File: src/verilog/wake_ctl_pkg.sv
// Package of register offsets, fields, reset values and timing constants for the wakeup control
package wake_ctl_pkg;
    // ------------------------------------------------------------
    // Register offsets in the special function register space
    // ------------------------------------------------------------
    localparam logic [7:0] RTC_WAKE_INTERVAL_SELECT_ADDR = 8'h96;
    localparam logic [7:0] WAKE_PIN_EDGE_CONTROL_ADDR = 8'hc7;
    localparam logic [7:0] WAKE_SOURCE_CONTROL_ADDR = 8'hc9;
    localparam logic [7:0] RTC_SECONDS_WAKE_INTERVAL_ADDR = 8'hdf;
    localparam logic [7:0] REG_RESET = 8'h00;

    // ------------------------------------------------------------
    // Field positions
    // ------------------------------------------------------------
    localparam int PIN4_EDGE_LSB = 6;
    localparam int PIN3_EDGE_LSB = 4;
    localparam int PIN1_EDGE_LSB = 2;
    localparam int PIN2_EDGE_LSB = 0;
    localparam int PULSE_WAKE_ENABLE_BIT = 2;
    localparam int PORT_ZERO_WAKE_ENABLE_BIT = 1;
    localparam int RESUME_WITHOUT_RESET_BIT = 0;
    localparam int SEC_UNLOCK_BIT = 6;
    localparam int SEC_FIELD_MSB = 5;
    localparam int INTERVAL_MSB = 2;
    localparam logic [7:0] INTERVAL_UNLOCK_VALUE = 8'h07;
    localparam logic [7:0] SOURCE_CTL_MASK = 8'h07;
    localparam logic [5:0] SEC_ZERO = 6'h00;

    // Edge selection codes
    typedef enum logic [1:0]
    {
        EDGE_FALL = 2'b00,
        EDGE_RISE = 2'b01,
        EDGE_BOTH = 2'b10,
        EDGE_FALL_ALT = 2'b11
    } edge_sel_t;

    // Interval selection codes
    localparam logic [2:0] IVL_1S = 3'h0;
    localparam logic [2:0] IVL_1MIN = 3'h1;
    localparam logic [2:0] IVL_1H = 3'h2;
    localparam logic [2:0] IVL_1D = 3'h3;
    localparam logic [2:0] IVL_500MS = 3'h4;
    localparam logic [2:0] IVL_250MS = 3'h5;
    localparam logic [2:0] IVL_125MS = 3'h6;
    localparam logic [2:0] IVL_62MS = 3'h7;

    // ------------------------------------------------------------
    // Timing: interval counted in 62.5 ms ticks (16 per second)
    // ------------------------------------------------------------
    localparam int TICKS_PER_SEC = 16;
    localparam int SECS_PER_MIN = 60;
    localparam int SECS_PER_HOUR = 3600;
    localparam int SECS_PER_DAY = 86400;
    localparam int TICK_CNT_W = 21;
endpackage

File: src/verilog/wake_pin_edge.sv
// Synchroniser and selectable edge detector for one wakeup pin
`timescale 1ns/10ps
module wake_pin_edge
(
    input wire logic CLK_I,
    input wire logic RESET_I,
    input wire logic pin_i,
    input wire logic [1:0] edge_sel_i,
    output logic hit_o
);
    logic sync_a;
    logic sync_b;
    logic prev;
    logic rise;
    logic fall;

    always_ff @(posedge CLK_I or posedge RESET_I)
    begin
        if (RESET_I)
        begin
            sync_a <= 1'b1;
            sync_b <= 1'b1;
            prev <= 1'b1;
        end
        else
        begin
            sync_a <= pin_i;
            sync_b <= sync_a;
            prev <= sync_b;
        end
    end

    assign rise = sync_b & ~prev;
    assign fall = ~sync_b & prev;

    // One pulse per qualified edge, seen after two stages
    always_comb
    begin
        unique case (wake_ctl_pkg::edge_sel_t'(edge_sel_i))
            wake_ctl_pkg::EDGE_RISE: hit_o = rise;
            wake_ctl_pkg::EDGE_BOTH: hit_o = rise | fall;
            wake_ctl_pkg::EDGE_FALL, wake_ctl_pkg::EDGE_FALL_ALT: hit_o = fall;
        endcase
    end
endmodule

File: src/verilog/sleep_wakeup_control.sv
// Wakeup control: edge select, wake sources, RTC interval and seconds unlock
`timescale 1ns/10ps

// Functional notes
// - Each two-bit edge field picks falling on 00/11, rising on 01, either on 10; pin four uses bits 7:6.
// - Pin three's edge field is bits 5:4 with the same coding.
// - Pin one's edge field is bits 3:2 with the same coding.
// - Pin two's edge field is bits 1:0 with the same coding, and all edge fields reset to zero.
// - Source control bit 2 lets an energy pulse wake the light sleep state.
// - Source control bit 1 enables wakeups from pins three and four.
// - With bit 0 set a pin wakeup resumes and clears sleep request and fast wake bits.
// - With bit 0 clear a pin wakeup resets the system into the oscillator-clocked state.
// - The three-bit interval field picks 1 s, 1 min, 1 h, 1 day, 500, 250, 125 or 62.5 ms.
// - Seconds bits 5:0 are writable only after 0x07 to the interval register then bit 6 set.
// - A seconds value of 1 to 63 wakes light sleep every value plus one seconds.
// - A seconds value of zero forces a 62.5 ms interval.
// - Any pin wakeup sets the pin wake status flag.
// - An energy-pulse wakeup sets the pulse wake flag with the shared timer/pulse flag.
module sleep_wakeup_control
(
    input wire logic CLK_I,
    input wire logic RESET_I,
    input wire logic [7:0] SFR_ADDR_I,
    input wire logic [7:0] SFR_WDATA_I,
    input wire logic SFR_WR_I,
    input wire logic SFR_RD_I,
    output logic [7:0] SFR_RDATA_O,
    input wire logic WAKE_PIN_ONE_I,
    input wire logic WAKE_PIN_TWO_I,
    input wire logic WAKE_PIN_THREE_I,
    input wire logic WAKE_PIN_FOUR_I,
    input wire logic TICK_62MS_I,
    input wire logic ENERGY_PULSE_I,
    input wire logic LIGHT_SLEEP_I,
    input wire logic DEEP_SLEEP_I,
    input wire logic FLAG_CLEAR_I,
    output logic WAKE_O,
    output logic RESUME_O,
    output logic SYS_RESET_O,
    output logic CLEAR_SLEEP_BITS_O,
    output logic PIN_WAKE_FLAG_O,
    output logic TIMER_PULSE_FLAG_O,
    output logic PULSE_WAKE_FLAG_O,
    output logic [3:0] PIN_WAKE_FLAGS_O
);
    logic [7:0] rtc_wake_interval_select;
    logic [7:0] wake_pin_edge_control;
    logic [7:0] wake_source_control;
    logic [7:0] rtc_seconds_wake_interval;
    logic interval_unlock_seen;
    logic [3:0] pin_hit;
    logic [3:0] pin_ok;
    logic [3:0] pin_level;
    logic asleep;
    logic io_wake;
    logic pulse_wake;
    logic rtc_wake;
    logic [wake_ctl_pkg::TICK_CNT_W-1:0] tick_cnt;
    logic [wake_ctl_pkg::TICK_CNT_W-1:0] tick_limit;
    logic wr_edge;
    logic wr_src;
    logic wr_ivl;
    logic wr_sec;

    // Strobe is an argument so the decodes follow it even when the address stays put
    function automatic logic hit(input logic strobe, input logic [7:0] a, input logic [7:0] b);
        hit = strobe && (a == b);
    endfunction

    assign wr_edge = hit(SFR_WR_I, SFR_ADDR_I, wake_ctl_pkg::WAKE_PIN_EDGE_CONTROL_ADDR);
    assign wr_src = hit(SFR_WR_I, SFR_ADDR_I, wake_ctl_pkg::WAKE_SOURCE_CONTROL_ADDR);
    assign wr_ivl = hit(SFR_WR_I, SFR_ADDR_I, wake_ctl_pkg::RTC_WAKE_INTERVAL_SELECT_ADDR);
    assign wr_sec = hit(SFR_WR_I, SFR_ADDR_I, wake_ctl_pkg::RTC_SECONDS_WAKE_INTERVAL_ADDR);
    assign asleep = LIGHT_SLEEP_I | DEEP_SLEEP_I;
    assign pin_level = {WAKE_PIN_FOUR_I, WAKE_PIN_THREE_I, WAKE_PIN_TWO_I, WAKE_PIN_ONE_I};

    // ------------------------------------------------------------
    // Pin edge detection
    // ------------------------------------------------------------
    // Edge field LSB per pin index: pin one, two, three, four
    function automatic int edge_lsb(input int idx);
        unique case (idx)
            0: edge_lsb = wake_ctl_pkg::PIN1_EDGE_LSB;
            1: edge_lsb = wake_ctl_pkg::PIN2_EDGE_LSB;
            2: edge_lsb = wake_ctl_pkg::PIN3_EDGE_LSB;
            default: edge_lsb = wake_ctl_pkg::PIN4_EDGE_LSB;
        endcase
    endfunction

    genvar gi;
    generate
        for (gi = 0; gi < 4; gi++)
        begin : g_pin
            wake_pin_edge u_edge
            (
                .CLK_I(CLK_I),
                .RESET_I(RESET_I),
                .pin_i(pin_level[gi]),
                .edge_sel_i(wake_pin_edge_control[edge_lsb(gi)+:2]),
                .hit_o(pin_hit[gi])
            );
        end
    endgenerate

    // Pins three and four are gated by the port zero enable
    assign pin_ok[1:0] = pin_hit[1:0];
    assign pin_ok[3:2] = pin_hit[3:2]
        & {2{wake_source_control[wake_ctl_pkg::PORT_ZERO_WAKE_ENABLE_BIT]}};
    assign io_wake = asleep && (|pin_ok);
    // Pulse wake only from light sleep
    assign pulse_wake = LIGHT_SLEEP_I && ENERGY_PULSE_I
        && wake_source_control[wake_ctl_pkg::PULSE_WAKE_ENABLE_BIT];

    // ------------------------------------------------------------
    // Registers
    // ------------------------------------------------------------
    always_ff @(posedge CLK_I or posedge RESET_I)
    begin
        if (RESET_I)
            wake_pin_edge_control <= wake_ctl_pkg::REG_RESET;
        else if (wr_edge)
            wake_pin_edge_control <= SFR_WDATA_I;
    end

    always_ff @(posedge CLK_I or posedge RESET_I)
    begin
        if (RESET_I)
            wake_source_control <= wake_ctl_pkg::REG_RESET;
        else if (wr_src)
            wake_source_control <= SFR_WDATA_I & wake_ctl_pkg::SOURCE_CTL_MASK;
    end

    always_ff @(posedge CLK_I or posedge RESET_I)
    begin
        if (RESET_I)
            rtc_wake_interval_select <= wake_ctl_pkg::REG_RESET;
        else if (wr_ivl)
            rtc_wake_interval_select <= SFR_WDATA_I;
    end

    // Unlock step one: interval register holds 0x07 when bit 6 gets set
    assign interval_unlock_seen =
        (rtc_wake_interval_select == wake_ctl_pkg::INTERVAL_UNLOCK_VALUE);

    always_ff @(posedge CLK_I or posedge RESET_I)
    begin
        if (RESET_I)
            rtc_seconds_wake_interval <= wake_ctl_pkg::REG_RESET;
        else if (wr_sec)
        begin
            // Bit 7 always writable; unlock bit only armed after 0x07
            rtc_seconds_wake_interval[7] <= SFR_WDATA_I[7];
            rtc_seconds_wake_interval[wake_ctl_pkg::SEC_UNLOCK_BIT] <=
                SFR_WDATA_I[wake_ctl_pkg::SEC_UNLOCK_BIT] & interval_unlock_seen;
            if (rtc_seconds_wake_interval[wake_ctl_pkg::SEC_UNLOCK_BIT] && interval_unlock_seen)
                rtc_seconds_wake_interval[wake_ctl_pkg::SEC_FIELD_MSB:0] <=
                    SFR_WDATA_I[wake_ctl_pkg::SEC_FIELD_MSB:0];
        end
    end

    always_ff @(posedge CLK_I or posedge RESET_I)
    begin
        if (RESET_I)
            SFR_RDATA_O <= wake_ctl_pkg::REG_RESET;
        else if (SFR_RD_I)
        begin
            unique case (SFR_ADDR_I)
                wake_ctl_pkg::RTC_WAKE_INTERVAL_SELECT_ADDR: SFR_RDATA_O <= rtc_wake_interval_select;
                wake_ctl_pkg::WAKE_PIN_EDGE_CONTROL_ADDR: SFR_RDATA_O <= wake_pin_edge_control;
                wake_ctl_pkg::WAKE_SOURCE_CONTROL_ADDR: SFR_RDATA_O <= wake_source_control;
                wake_ctl_pkg::RTC_SECONDS_WAKE_INTERVAL_ADDR: SFR_RDATA_O <= rtc_seconds_wake_interval;
                default: SFR_RDATA_O <= wake_ctl_pkg::REG_RESET;
            endcase
        end
    end

    // ------------------------------------------------------------
    // RTC interval in 62.5 ms ticks
    // ------------------------------------------------------------
    always_comb
    begin
        tick_limit = wake_ctl_pkg::TICK_CNT_W'(wake_ctl_pkg::TICKS_PER_SEC);
        if (interval_unlock_seen)
        begin
            if (rtc_seconds_wake_interval[wake_ctl_pkg::SEC_FIELD_MSB:0] == wake_ctl_pkg::SEC_ZERO)
                tick_limit = wake_ctl_pkg::TICK_CNT_W'(
                    wake_ctl_pkg::TICKS_PER_SEC / wake_ctl_pkg::TICKS_PER_SEC);
            else
                tick_limit = wake_ctl_pkg::TICK_CNT_W'(wake_ctl_pkg::TICKS_PER_SEC
                    * (int'(rtc_seconds_wake_interval[wake_ctl_pkg::SEC_FIELD_MSB:0]) + 1));
        end
        else
        begin
            unique case (rtc_wake_interval_select[wake_ctl_pkg::INTERVAL_MSB:0])
                wake_ctl_pkg::IVL_1S: tick_limit = wake_ctl_pkg::TICK_CNT_W'(wake_ctl_pkg::TICKS_PER_SEC);
                wake_ctl_pkg::IVL_1MIN: tick_limit = wake_ctl_pkg::TICK_CNT_W'(
                    wake_ctl_pkg::TICKS_PER_SEC * wake_ctl_pkg::SECS_PER_MIN);
                wake_ctl_pkg::IVL_1H: tick_limit = wake_ctl_pkg::TICK_CNT_W'(
                    wake_ctl_pkg::TICKS_PER_SEC * wake_ctl_pkg::SECS_PER_HOUR);
                wake_ctl_pkg::IVL_1D: tick_limit = wake_ctl_pkg::TICK_CNT_W'(
                    wake_ctl_pkg::TICKS_PER_SEC * wake_ctl_pkg::SECS_PER_DAY);
                wake_ctl_pkg::IVL_500MS: tick_limit = wake_ctl_pkg::TICK_CNT_W'(
                    wake_ctl_pkg::TICKS_PER_SEC / 2);
                wake_ctl_pkg::IVL_250MS: tick_limit = wake_ctl_pkg::TICK_CNT_W'(
                    wake_ctl_pkg::TICKS_PER_SEC / 4);
                wake_ctl_pkg::IVL_125MS: tick_limit = wake_ctl_pkg::TICK_CNT_W'(
                    wake_ctl_pkg::TICKS_PER_SEC / 8);
                wake_ctl_pkg::IVL_62MS: tick_limit = wake_ctl_pkg::TICK_CNT_W'(
                    wake_ctl_pkg::TICKS_PER_SEC / wake_ctl_pkg::TICKS_PER_SEC);
            endcase
        end
    end

    // Counts only in light sleep so every sleep starts a full interval
    always_ff @(posedge CLK_I or posedge RESET_I)
    begin
        if (RESET_I)
            tick_cnt <= '0;
        else if (!LIGHT_SLEEP_I)
            tick_cnt <= '0;
        else if (TICK_62MS_I)
            tick_cnt <= (tick_cnt + 1'b1 >= tick_limit) ? '0 : tick_cnt + 1'b1;
    end

    assign rtc_wake = LIGHT_SLEEP_I && TICK_62MS_I && (tick_cnt + 1'b1 >= tick_limit);

    // ------------------------------------------------------------
    // Wake outputs and status flags
    // ------------------------------------------------------------
    always_ff @(posedge CLK_I or posedge RESET_I)
    begin
        if (RESET_I)
        begin
            WAKE_O <= 1'b0;
            RESUME_O <= 1'b0;
            SYS_RESET_O <= 1'b0;
            CLEAR_SLEEP_BITS_O <= 1'b0;
        end
        else
        begin
            WAKE_O <= io_wake | pulse_wake | rtc_wake;
            RESUME_O <= io_wake & wake_source_control[wake_ctl_pkg::RESUME_WITHOUT_RESET_BIT];
            CLEAR_SLEEP_BITS_O <= io_wake
                & wake_source_control[wake_ctl_pkg::RESUME_WITHOUT_RESET_BIT];
            SYS_RESET_O <= io_wake & ~wake_source_control[wake_ctl_pkg::RESUME_WITHOUT_RESET_BIT];
        end
    end

    // Flags: a new event wins over a clear in the same cycle
    always_ff @(posedge CLK_I or posedge RESET_I)
    begin
        if (RESET_I)
        begin
            PIN_WAKE_FLAG_O <= 1'b0;
            TIMER_PULSE_FLAG_O <= 1'b0;
            PULSE_WAKE_FLAG_O <= 1'b0;
            PIN_WAKE_FLAGS_O <= '0;
        end
        else
        begin
            PIN_WAKE_FLAG_O <= io_wake | (PIN_WAKE_FLAG_O & ~FLAG_CLEAR_I);
            TIMER_PULSE_FLAG_O <= pulse_wake | rtc_wake | (TIMER_PULSE_FLAG_O & ~FLAG_CLEAR_I);
            PULSE_WAKE_FLAG_O <= pulse_wake
                | (PULSE_WAKE_FLAG_O & ~FLAG_CLEAR_I & ~rtc_wake);
            PIN_WAKE_FLAGS_O <= (pin_ok & {4{io_wake}}) | (PIN_WAKE_FLAGS_O & {4{~FLAG_CLEAR_I}});
        end
    end
endmodule

File: config.mk
export PLATFORM = sky130hd
export DESIGN_NAME = sleep_wakeup_control
export DESIGN_NICKNAME = d
export VERILOG_FILES = /design/src/verilog/wake_ctl_pkg.sv /design/src/verilog/wake_pin_edge.sv /design/src/verilog/sleep_wakeup_control.sv
export SDC_FILE = /design/constraint.sdc
export NUM_CORES = 1
export LEC_CHECK = 0
export BUFFER_PORTS_ARGS = -buffer_cell sky130_fd_sc_hd__buf_2
export CAP_MARGIN = 10
export CORE_ASPECT_RATIO = 1.1
export CORE_MARGIN = 2
export CORE_UTILIZATION = 59
export CTS_BUF_LIST = sky130_fd_sc_hd__clkbuf_8 sky130_fd_sc_hd__clkbuf_16
export CTS_CLUSTER_SIZE = 25
export DETAILED_ROUTE_END_ITERATION = 10
export PLACE_DENSITY_LB_ADDON = 0.12
export SYNTH_ARGS = -nofsm -noshare
export SYNTH_HDL_FRONTEND = slang
export SYNTH_SLANG_ARGS = --single-unit
File: constraint.sdc
create_clock -name CLK_I -period 4.05 [get_ports CLK_I]
set_input_delay 1.0125 -clock CLK_I [delete_from_list [all_inputs] [get_ports CLK_I]]
set_output_delay 1.0125 -clock CLK_I [all_outputs]
set_load 0.03 [all_outputs]
==> flow_metrics.tcl, run 1 <==
set metrics [dict create \
    netlist_instances 471 \
    status "complete, no violations" \
    ys_async_sr_fraction_pct 100 \
    drt_pass1_iterations 5 \
    grt_pass1_wl_um 17000 \
    crit_end "tick_cnt[11]" \
    netlist.area_leader.share_pct 35.6 \
    worst_pin_slew_ns 0.985 \
    h-tree-depth 3 \
    cts_buffers 9 \
    endpoint_kind "flop" \
    synth_edf_count 0 \
    drt_wl_total_um 10100 \
    clk_pin_slew_ns 0.09 \
    antenna_cells 0 \
    power_uw 1670 \
    grt_pass1_vias 3657 \
    max-cap-violations 0 \
    setup_viol 0 \
    vias 3586 \
    insertion_delay_ns 0.36 \
    crit_chain "ha_1 -> nand2_1 -> or4_1 -> or3_1 -> ha_1 -> and3_1 -> nand3_1 -> a2111oi_0 -> nor3_2 -> a31oi_4 -> buf_12 -> o21ai_0" \
    grt_usage_pct 25.5 \
    critPathMaxStageDelay_ns 0.56 \
    root_buffer "clkbuf_8" \
    syn_area_mm2 0.00464 \
    post_cts_resized 0 \
    cts_tree "yes" \
    hold_ws_ns 0.362 \
    dpl.hpwl_um 7570 \
    path_max_fanout 17 \
    fin_area_mm2 0.00527 \
    worst_path_most_repeated_cell "ha_1" \
    p_per_area_mw_per_mm2 316 \
    hold_viol_final 0 \
    drt-wirelength-per-cell_um 15.8 \
    vdd_ir_drop_max_v 0.000280 \
    synth_ff_type "dfrtp_1" \
    cts_setup_buffers 0 \
    holdCritPathClass "flop to flop" \
    maxSlewViolCount 0 \
    std_cell_rows 33 \
    clock_skew_ns 0.0127 \
    synthesis.nets 542 \
    cts_hold_buf 0 \
    worstPathRequired_ns 4.29 \
    drtAntennaViolNets 0 \
    area.growth.synth_to_final_pct 13.6 \
    setup_tns_ns 0 \
    fin_crit_sh_pct 89.3 \
    leakage_uw 0.00260 \
    yosysTopAreaCell "dfrtp_1" \
    yosys-top-cells-area "dfrtp_1 (36%), ha_1 (11%), dfstp_2 (6.8%)" \
    r2r_cells 12 \
    start_kind "flop" \
    place_area_mm2 0.00504 \
    period_minus_slack_ns 3.62 \
    avgSynthCellArea_um2 9.86 \
    reg2reg_to "tick_cnt[11]" \
    ioPinCount 48 \
    final_net_count 600 \
    timing.reg2reg.setup_slack_ns 0.43 \
    ys_seq_area_share_pct 42.4 \
    slew_headroom_pct 34.4 \
    gp_congestion 0.879 \
    cts.sinks 78 \
    worstHoldStart "g_pin[2].u_edge.sync_a" \
    path_class "flop to flop" \
    coreArea_mm2 0.00756 \
    crit_slowest_cell "or4_1" \
    reg2reg_from "rtc_wake_interval_select[0]" \
    numPortBuffers 47 \
    cp-startpoint "rtc_wake_interval_select[0]" \
    synth_seq_cells 78 \
    drc 0 \
    yosysUniqueCellTypes 59 \
    initial_core_util_pct 61.5 \
    rsz0062_at_grt "false" \
    die_area_mm2 0.00860 \
    cts_buffer_depth 2 \
    die_h_um 97.0 \
    arrival_ns 3.85 \
    grt_max_degree 79 \
    via_per_inst 5.61 \
    die_w_um 88.6 \
    grt_overflow_total 0 \
    drive_gt1_share_pct 24.5 \
    fmax_ghz 0.277 \
    yosys_warnings 0 \
    drt_iter0_drc 96 \
    antenna_found_initial 0 \
]
-- power breakdown --
part / switching [uW] / internal, uW / leakage [uW] / total (uW)
logic: 101 / 62.2 / 0.00146 / 163
registers: 23.1 / 808 / 0.00102 / 831
clock network: 337 / 338 / 0.000117 / 674
-- cell families (layout without fill, tap and decap cells) --
family	count (synthesis)	in the layout	share of synthesized area (%)
compound gates	94	94	14.0
buf+inv	66	129	5.58
mux	26	26	6.28
simple gates	143	143	16.3
flops	78	78	42.4
xor+xnor	22	22	4.15
fa+ha+maj	42	42	11.3
-- registers in the layout, indices dropped and copies added, names as in the netlist, 3 cells and up --
name / flops
wake_pin_edge_control: 8
rtc_wake_interval_select: 8
PIN_WAKE_FLAGS_O: 4
g_pin.u_edge.sync_a: 4
rtc_seconds_wake_interval: 8
g_pin.u_edge.prev: 4
SFR_RDATA_O: 8
wake_source_control: 3
tick_cnt: 21
g_pin.u_edge.sync_b: 4
-- layout make-up --
type                    instances  area (um2)
well taps                     105         131
flip-flops and latches         78        1970
inverters                      59         221
fillers                       619        2280
clock buffers                  10         149
repair buffers                 54         300
multi-input cells             327        2420
clock inverters                 6        78.8
-- through the flow --
step,utilization [%],setup WS (ns),instances
floorplan,-,0.707,471
global placement,66.7,0.612,623
detailed placement,66.7,0.398,623
CTS,69.7,0.377,639
global route,69.8,0.105,639
finish,69.8,0.434,639
-- critical path, delay by kind of cell, from the launching register on --
| kind | cells | cell delay, ns |
|---|---|---|
| AND/OR/NAND/NOR | 6 | 1.50 |
| AO/OA/AOI/OAI | 3 | 0.88 |
| buffers and inverters | 1 | 0.19 |
| adder cells (fa/ha/maj) | 2 | 0.49 |
| flip-flops | 1 | 0.43 |
-- layer usage --
| metal | wire length (um) | GRT usage, % |
|---|---|---|
| met1 | 4190 | 32.4 |
| met2 | 5240 | 42.7 |
| met3 | 376 | 5.03 |
| met4 | 258 | 8.86 |
| met5 | 0 | 0 |
-- layout by cell type (no fill, tap or decap), drive strengths merged, types with 2 or more instances in the layout --
master / count
a311oi: 2
clkbuf: 10
o21ai: 32
nor3: 5
nand3: 18
a21oi: 20
o2bb2ai: 3
dfrtp: 66
ha: 42
o31ai: 2
inv: 64
mux2: 25
nand2b: 5
a21o: 4
nor4: 9
nand4: 2
or4: 3
dfstp: 12
buf: 54
a22o: 5
nand2: 56
nor2b: 7
xnor2: 12
a22oi: 8
nor2: 17
o22ai: 8
and4: 3
xor2: 10
and2: 3
and3: 6
or3: 5
-- how the worst min path moves through the flow --
stage,endpoint,slack (ns),cells after the start
after floorplan,g_pin[0].u_edge.sync_b,0.35,0
after global placement,g_pin[2].u_edge.sync_b,0.35,0
after detailed placement,g_pin[3].u_edge.sync_b,0.35,0
after CTS,g_pin[2].u_edge.sync_b,0.36,0
after global routing,g_pin[2].u_edge.sync_b,0.37,0
final,g_pin[2].u_edge.sync_b,0.36,0
-- cells in the mapped netlist, drive strengths merged, types with 6 or more instances --
master,instances
xor2,10
nor4,9
nor2,17
a22oi,8
mux2,25
a21oi,20
xnor2,12
o22ai,8
ha,42
dfrtp,66
dfstp,12
o21ai,32
inv,59
nand3,18
and3,6
nand2,56
nor2b,7
(Power assumes the default switching activity.)
==> run 2: changes to the inputs <==
Settings changed: CELL_PAD_IN_SITES_DETAIL_PLACEMENT set to 1, CELL_PAD_IN_SITES_GLOBAL_PLACEMENT set to 2, CORE_UTILIZATION 59 to 38.
==> run 2 against run 1 <==
Core utilization down 25 points. Sequential power barely moved. Hold slack got worse by 0.0063 ns. Final cell count up 7.7%. Die area increased by 53%. Combinational power is essentially flat. Routed wire length up 16%. Largest cell class unchanged. Highest routed layer unchanged.
==> flow_metrics.tcl, run 2 (synthesis gave the netlist of run 1 again) <==
set metrics [dict create \
    drt_wl_total_um 11700 \
    grt_pass1_vias 3830 \
    post_cts_resized 0 \
    clock_skew_ns 0.00758 \
    p_sw_share_pct 26.3 \
    fin_crit_sh_pct 90.8 \
    drt-wirelength-per-cell_um 17.0 \
    final_core_util_pct 45.0 \
    root_buffer "clkbuf_16" \
    max-cap-violations 0 \
    crit_chain "ha_1 -> nand2_1 -> or4_1 -> or3_1 -> ha_1 -> and3_1 -> nand3_1 -> a2111oi_0 -> nor3_2 -> a31oi_4 -> buf_12 -> o21ai_0" \
    power_uw 1800 \
    most-common-layout-cells "dfrtp_1 (66), inv_1 (58), nand2_1 (55)" \
    path_max_fanout 12 \
    worstPathRequired_ns 4.28 \
    ioPinCount 48 \
    arrival_ns 3.90 \
    grt_usage_pct 19.4 \
    endpoint_kind "flop" \
    leakage_uw 0.00263 \
    final_net_count 600 \
    internal-power_uw 1330 \
    holdCritPathClass "flop to flop" \
    power_switching_uw 473 \
    dp.cells 672 \
    die_h_um 120 \
    status "complete, no violations" \
    h-tree-depth 3 \
    finalNonFillerCells 688 \
    start_kind "flop" \
    critPathMaxStageDelay_ns 0.58 \
    gp_congestion 0.871 \
    path_class "flop to flop" \
    numPortBuffers 47 \
    hold_viol_final 0 \
    die_area_mm2 0.0131 \
    cts_setup_buffers 0 \
    vdd_ir_drop_max_v 0.000205 \
    hold_ws_ns 0.356 \
    initial_core_util_pct 38.8 \
    area.growth.synth_to_final_pct 16.2 \
    drt_pass1_iterations 7 \
    cts_tree "yes" \
    rsz0062_at_grt "false" \
    seq_area_mm2 0.00197 \
    power_frac_seq_pct 46.3 \
    cts_hold_buf 0 \
    dpl.hpwl_um 9060 \
    std_cell_rows 42 \
    period_minus_slack_ns 3.68 \
    largest_register_ffs 21 \
    clk_pin_slew_ns 0.06 \
    insertion_delay_ns 0.35 \
    maxSlewViolCount 0 \
    via_per_inst 5.24 \
    grt_max_degree 62 \
    setup_tns_ns 0 \
    cts_buffers 9 \
    crit_slowest_cell "or4_1" \
    fmax_ghz 0.272 \
    drtAntennaViolNets 0 \
    slew_headroom_pct 28.7 \
    p_per_area_mw_per_mm2 333 \
    worst_pin_slew_ns 1.07 \
    grt_overflow_total 0 \
    setup_viol 0 \
    grt_pass1_wl_um 19300 \
    multi_input_area_mm2 0.00242 \
    worst_path_most_repeated_cell "ha_1" \
    nFillCells 1383 \
    die_w_um 109 \
    crit_buf_inv 1 \
    vias 3603 \
    drc 0 \
    cts.sinks 78 \
    coreArea_mm2 0.0120 \
    mostFrequentLayoutCell "dfrtp_1" \
    antenna_cells 0 \
    drt_iter0_drc 134 \
    antenna_found_initial 0 \
    pwr-share-comb_pct 9.2 \
    crit_family "simple AND/OR/NAND/NOR gates" \
    drive_gt1_share_pct 24.3 \
    pwr-share-clk_pct 44.5 \
    cts_buffer_depth 2 \
    top_register "tick_cnt" \
]
## run 2: changes by cell type in the layout (fill, tap and decap cells not counted), sizes merged
cell	before	now
clkinv	0	3
inv	64	62
bufinv	1	0
## run 2: cell type report
type / instances / share of cell area [%]
Tap cell: 154 / 3.57
Clock inverter: 6 / 0.765
Multi-Input combinational cell: 327 / 44.9
Timing Repair Buffer: 54 / 5.57
Clock buffer: 10 / 4.64
Inverter: 59 / 4.13
Sequential cell: 78 / 36.5
## run 2: power groups by stage
stage	Sequential, uW	Clock, uW	Combinational, uW
3_5_place_dp	847	0	171
5_1_grt	836	854	188
6_report	833	800	166
3_3_place_gp	845	0	164
2_1_floorplan	853	0	95.3
4_1_cts	833	825	171
## run 2: worst paths after layout
| kind | startpoint | endpoint | slack, ns | cells past startpoint |
|---|---|---|---|---|
| max in group asynchronous | RESET_I | rtc_seconds_wake_interval[7] | 2.33 | 3 |
| min in group asynchronous | RESET_I | tick_cnt[19] | 0.89 | 2 |
| hold reg to reg | g_pin[0].u_edge.sync_a | g_pin[0].u_edge.sync_b | 0.36 | 0 |
| setup reg to reg | rtc_wake_interval_select[1] | tick_cnt[11] | 0.37 | 12 |
| setup / recovery | rtc_wake_interval_select[1] | tick_cnt[11] | 0.37 | 12 |
| hold / removal | g_pin[0].u_edge.sync_a | g_pin[0].u_edge.sync_b | 0.36 | 0 |
## run 2: layer usage
layer | vias to the layer above | routed length [um] | global-route usage, %
li1 | 1754 | - | -
met1 | 1783 | 5040 | 23.8
met2 | 46 | 6080 | 32.8
met3 | 20 | 275 | 3.64
met4 | 0 | 303 | 8.31
met5 | - | 0 | 0
## run 2: stage by stage
stage / setup WS [ns] / cell area [um2]
final: 0.373 / 5390
after global routing: 0.0259 / 5390
after CTS: 0.328 / 5390
after detailed placement: 0.337 / 5100
after global placement: 0.462 / 5100
after floorplan: 0.707 / 4640
## run 2: worst register-to-register path: stages (launching register included)
cell and delay, ns:
dfrtp_1 0.42, ha_1 0.20, nand2_1 0.14, or4_1 0.58, or3_1 0.40, ha_1 0.31, and3_1 0.15, nand3_1 0.09
a2111oi_0 0.46, nor3_2 0.17, a31oi_4 0.34, buf_12 0.20, o21ai_0 0.10
==> run 3: changes to the inputs <==
Settings changed: MAX_ROUTING_LAYER set to met4.
==> run 3 against run 2 <==
Via count up 0.69%. First-iteration DRC count up 19%. Fmax hardly changed. Worst setup slack better by 0.0033 ns. Clock skew up 0.0011 ns. Hold slack unchanged.
==> flow_metrics.tcl, run 3 (synthesis gave the netlist of run 1 again) <==
set metrics [dict create \
    status "complete, no violations" \
    drc 0 \
    h-tree-depth 3 \
    crit_family "simple AND/OR/NAND/NOR gates" \
    slew_headroom_pct 28.1 \
    hold_viol_final 0 \
    vias 3628 \
    insertion_delay_ns 0.35 \
    grt_usage_pct 19.9 \
    worst_path_most_repeated_cell "ha_1" \
    power_switching_uw 474 \
    fin_crit_sh_pct 90.7 \
    drt_wl_total_um 11700 \
    arrival_ns 3.90 \
    p_per_area_mw_per_mm2 334 \
    post_cts_resized 0 \
    clock_skew_ns 0.00873 \
    dpl.hpwl_um 9060 \
    worstPathRequired_ns 4.28 \
    grt_pass1_wl_um 19300 \
    final_core_util_pct 45.0 \
    path_max_fanout 12 \
    coreArea_mm2 0.0120 \
    p_sw_share_pct 26.3 \
    vdd_ir_drop_max_v 0.000206 \
    crit_chain "ha_1 -> nand2_1 -> or4_1 -> or3_1 -> ha_1 -> and3_1 -> nand3_1 -> a2111oi_0 -> nor3_2 -> a31oi_4 -> buf_12 -> o21ai_0" \
    rsz0062_at_grt "false" \
    met2_usage_pct 32.7 \
    largest_register_ffs 21 \
    multi_input_area_mm2 0.00242 \
    grt_overflow_total 0 \
    endpoint_kind "flop" \
    post-place-ws_ns 0.337 \
    grtUsageMet3_pct 3.64 \
    drive_gt1_share_pct 24.3 \
    fmax_ghz 0.272 \
    antenna_found_initial 0 \
    drt-wirelength-per-cell_um 17.0 \
    path_class "flop to flop" \
    final_net_count 600 \
    critPathMaxStageDelay_ns 0.58 \
    area.growth.synth_to_final_pct 16.2 \
    leakage_uw 0.00263 \
    cp-startpoint "rtc_wake_interval_select[1]" \
    die_w_um 109 \
    seq_area_mm2 0.00197 \
    std_cell_rows 42 \
    die_area_mm2 0.0131 \
    top_register "tick_cnt" \
    maxSlewViolCount 0 \
    drt_iter0_drc 160 \
    internal-power_uw 1330 \
    die_h_um 120 \
    met1_usage_pct 24.0 \
    cts_hold_buf 0 \
    root_buffer "clkbuf_16" \
    via_per_inst 5.27 \
    pwr-share-clk_pct 44.5 \
    cts_setup_buffers 0 \
    antenna_cells 0 \
    busiest_layer "met2" \
    period_minus_slack_ns 3.67 \
    cts_buffers 9 \
    initial_core_util_pct 38.8 \
    crit_slowest_cell "or4_1" \
    power_frac_seq_pct 46.3 \
    grt_pass1_vias 3828 \
    ioPinCount 48 \
    worst_slack_ns 0.377 \
    pwr-share-comb_pct 9.2 \
    drt_pass1_iterations 5 \
    drtAntennaViolNets 0 \
    cts_buffer_depth 2 \
    worst_pin_slew_ns 1.08 \
    holdCritPathClass "flop to flop" \
    max-cap-violations 0 \
    numPortBuffers 47 \
    worstHoldStart "g_pin[0].u_edge.sync_a" \
    gp_congestion 0.886 \
    reg2reg_from "rtc_wake_interval_select[1]" \
    cts_tree "yes" \
    clk_pin_slew_ns 0.06 \
    setup_viol 0 \
    nFillCells 1383 \
    setup_tns_ns 0 \
    crit_buf_inv 1 \
    power_uw 1800 \
    most-common-layout-cells "dfrtp_1 (66), inv_1 (58), nand2_1 (55)" \
    cts.sinks 78 \
    start_kind "flop" \
    grt_max_degree 62 \
    mostFrequentLayoutCell "dfrtp_1" \
]
-- run 3: routing by layer --
metal,share of wire [%],wire [um],vias up
met5,0,0,-
met4,2.5,295,0
met3,2.3,271,22
met2,52,6080,44
met1,43,5020,1805
li1,-,-,1757
-- run 3: final cells by class --
| type | instances | area share, % |
|---|---|---|
| multi-input cells | 327 | 44.9 |
| flip-flops and latches | 78 | 36.5 |
| repair buffers | 54 | 5.57 |
| clock buffers | 10 | 4.64 |
| inverters | 59 | 4.13 |
| well taps | 154 | 3.57 |
| clock inverters | 6 | 0.765 |
-- run 3: power groups by stage --
stage	logic, uW	registers (uW)	clock network [uW]
floorplan	95.3	853	0
global placement	164	845	0
detailed placement	171	847	0
CTS	171	833	825
global route	188	836	853
finish	166	832	801
-- run 3: through the flow --
stage	instance area, um2	std cells	hold WS (ns)
global placement	5100	672	0.347
finish	5390	688	0.356
CTS	5390	688	0.357
global route	5390	688	0.363
floorplan	4640	471	0.345
detailed placement	5100	672	0.347
-- run 3: worst paths after layout --
path	end	slack, ns	depth (start not counted)
setup / recovery	tick_cnt[11]	0.38	12
hold reg to reg	g_pin[0].u_edge.sync_b	0.36	0
min in group asynchronous	tick_cnt[19]	0.90	2
max in group asynchronous	rtc_seconds_wake_interval[7]	2.32	3
hold / removal	g_pin[0].u_edge.sync_b	0.36	0
setup reg to reg	tick_cnt[11]	0.38	12
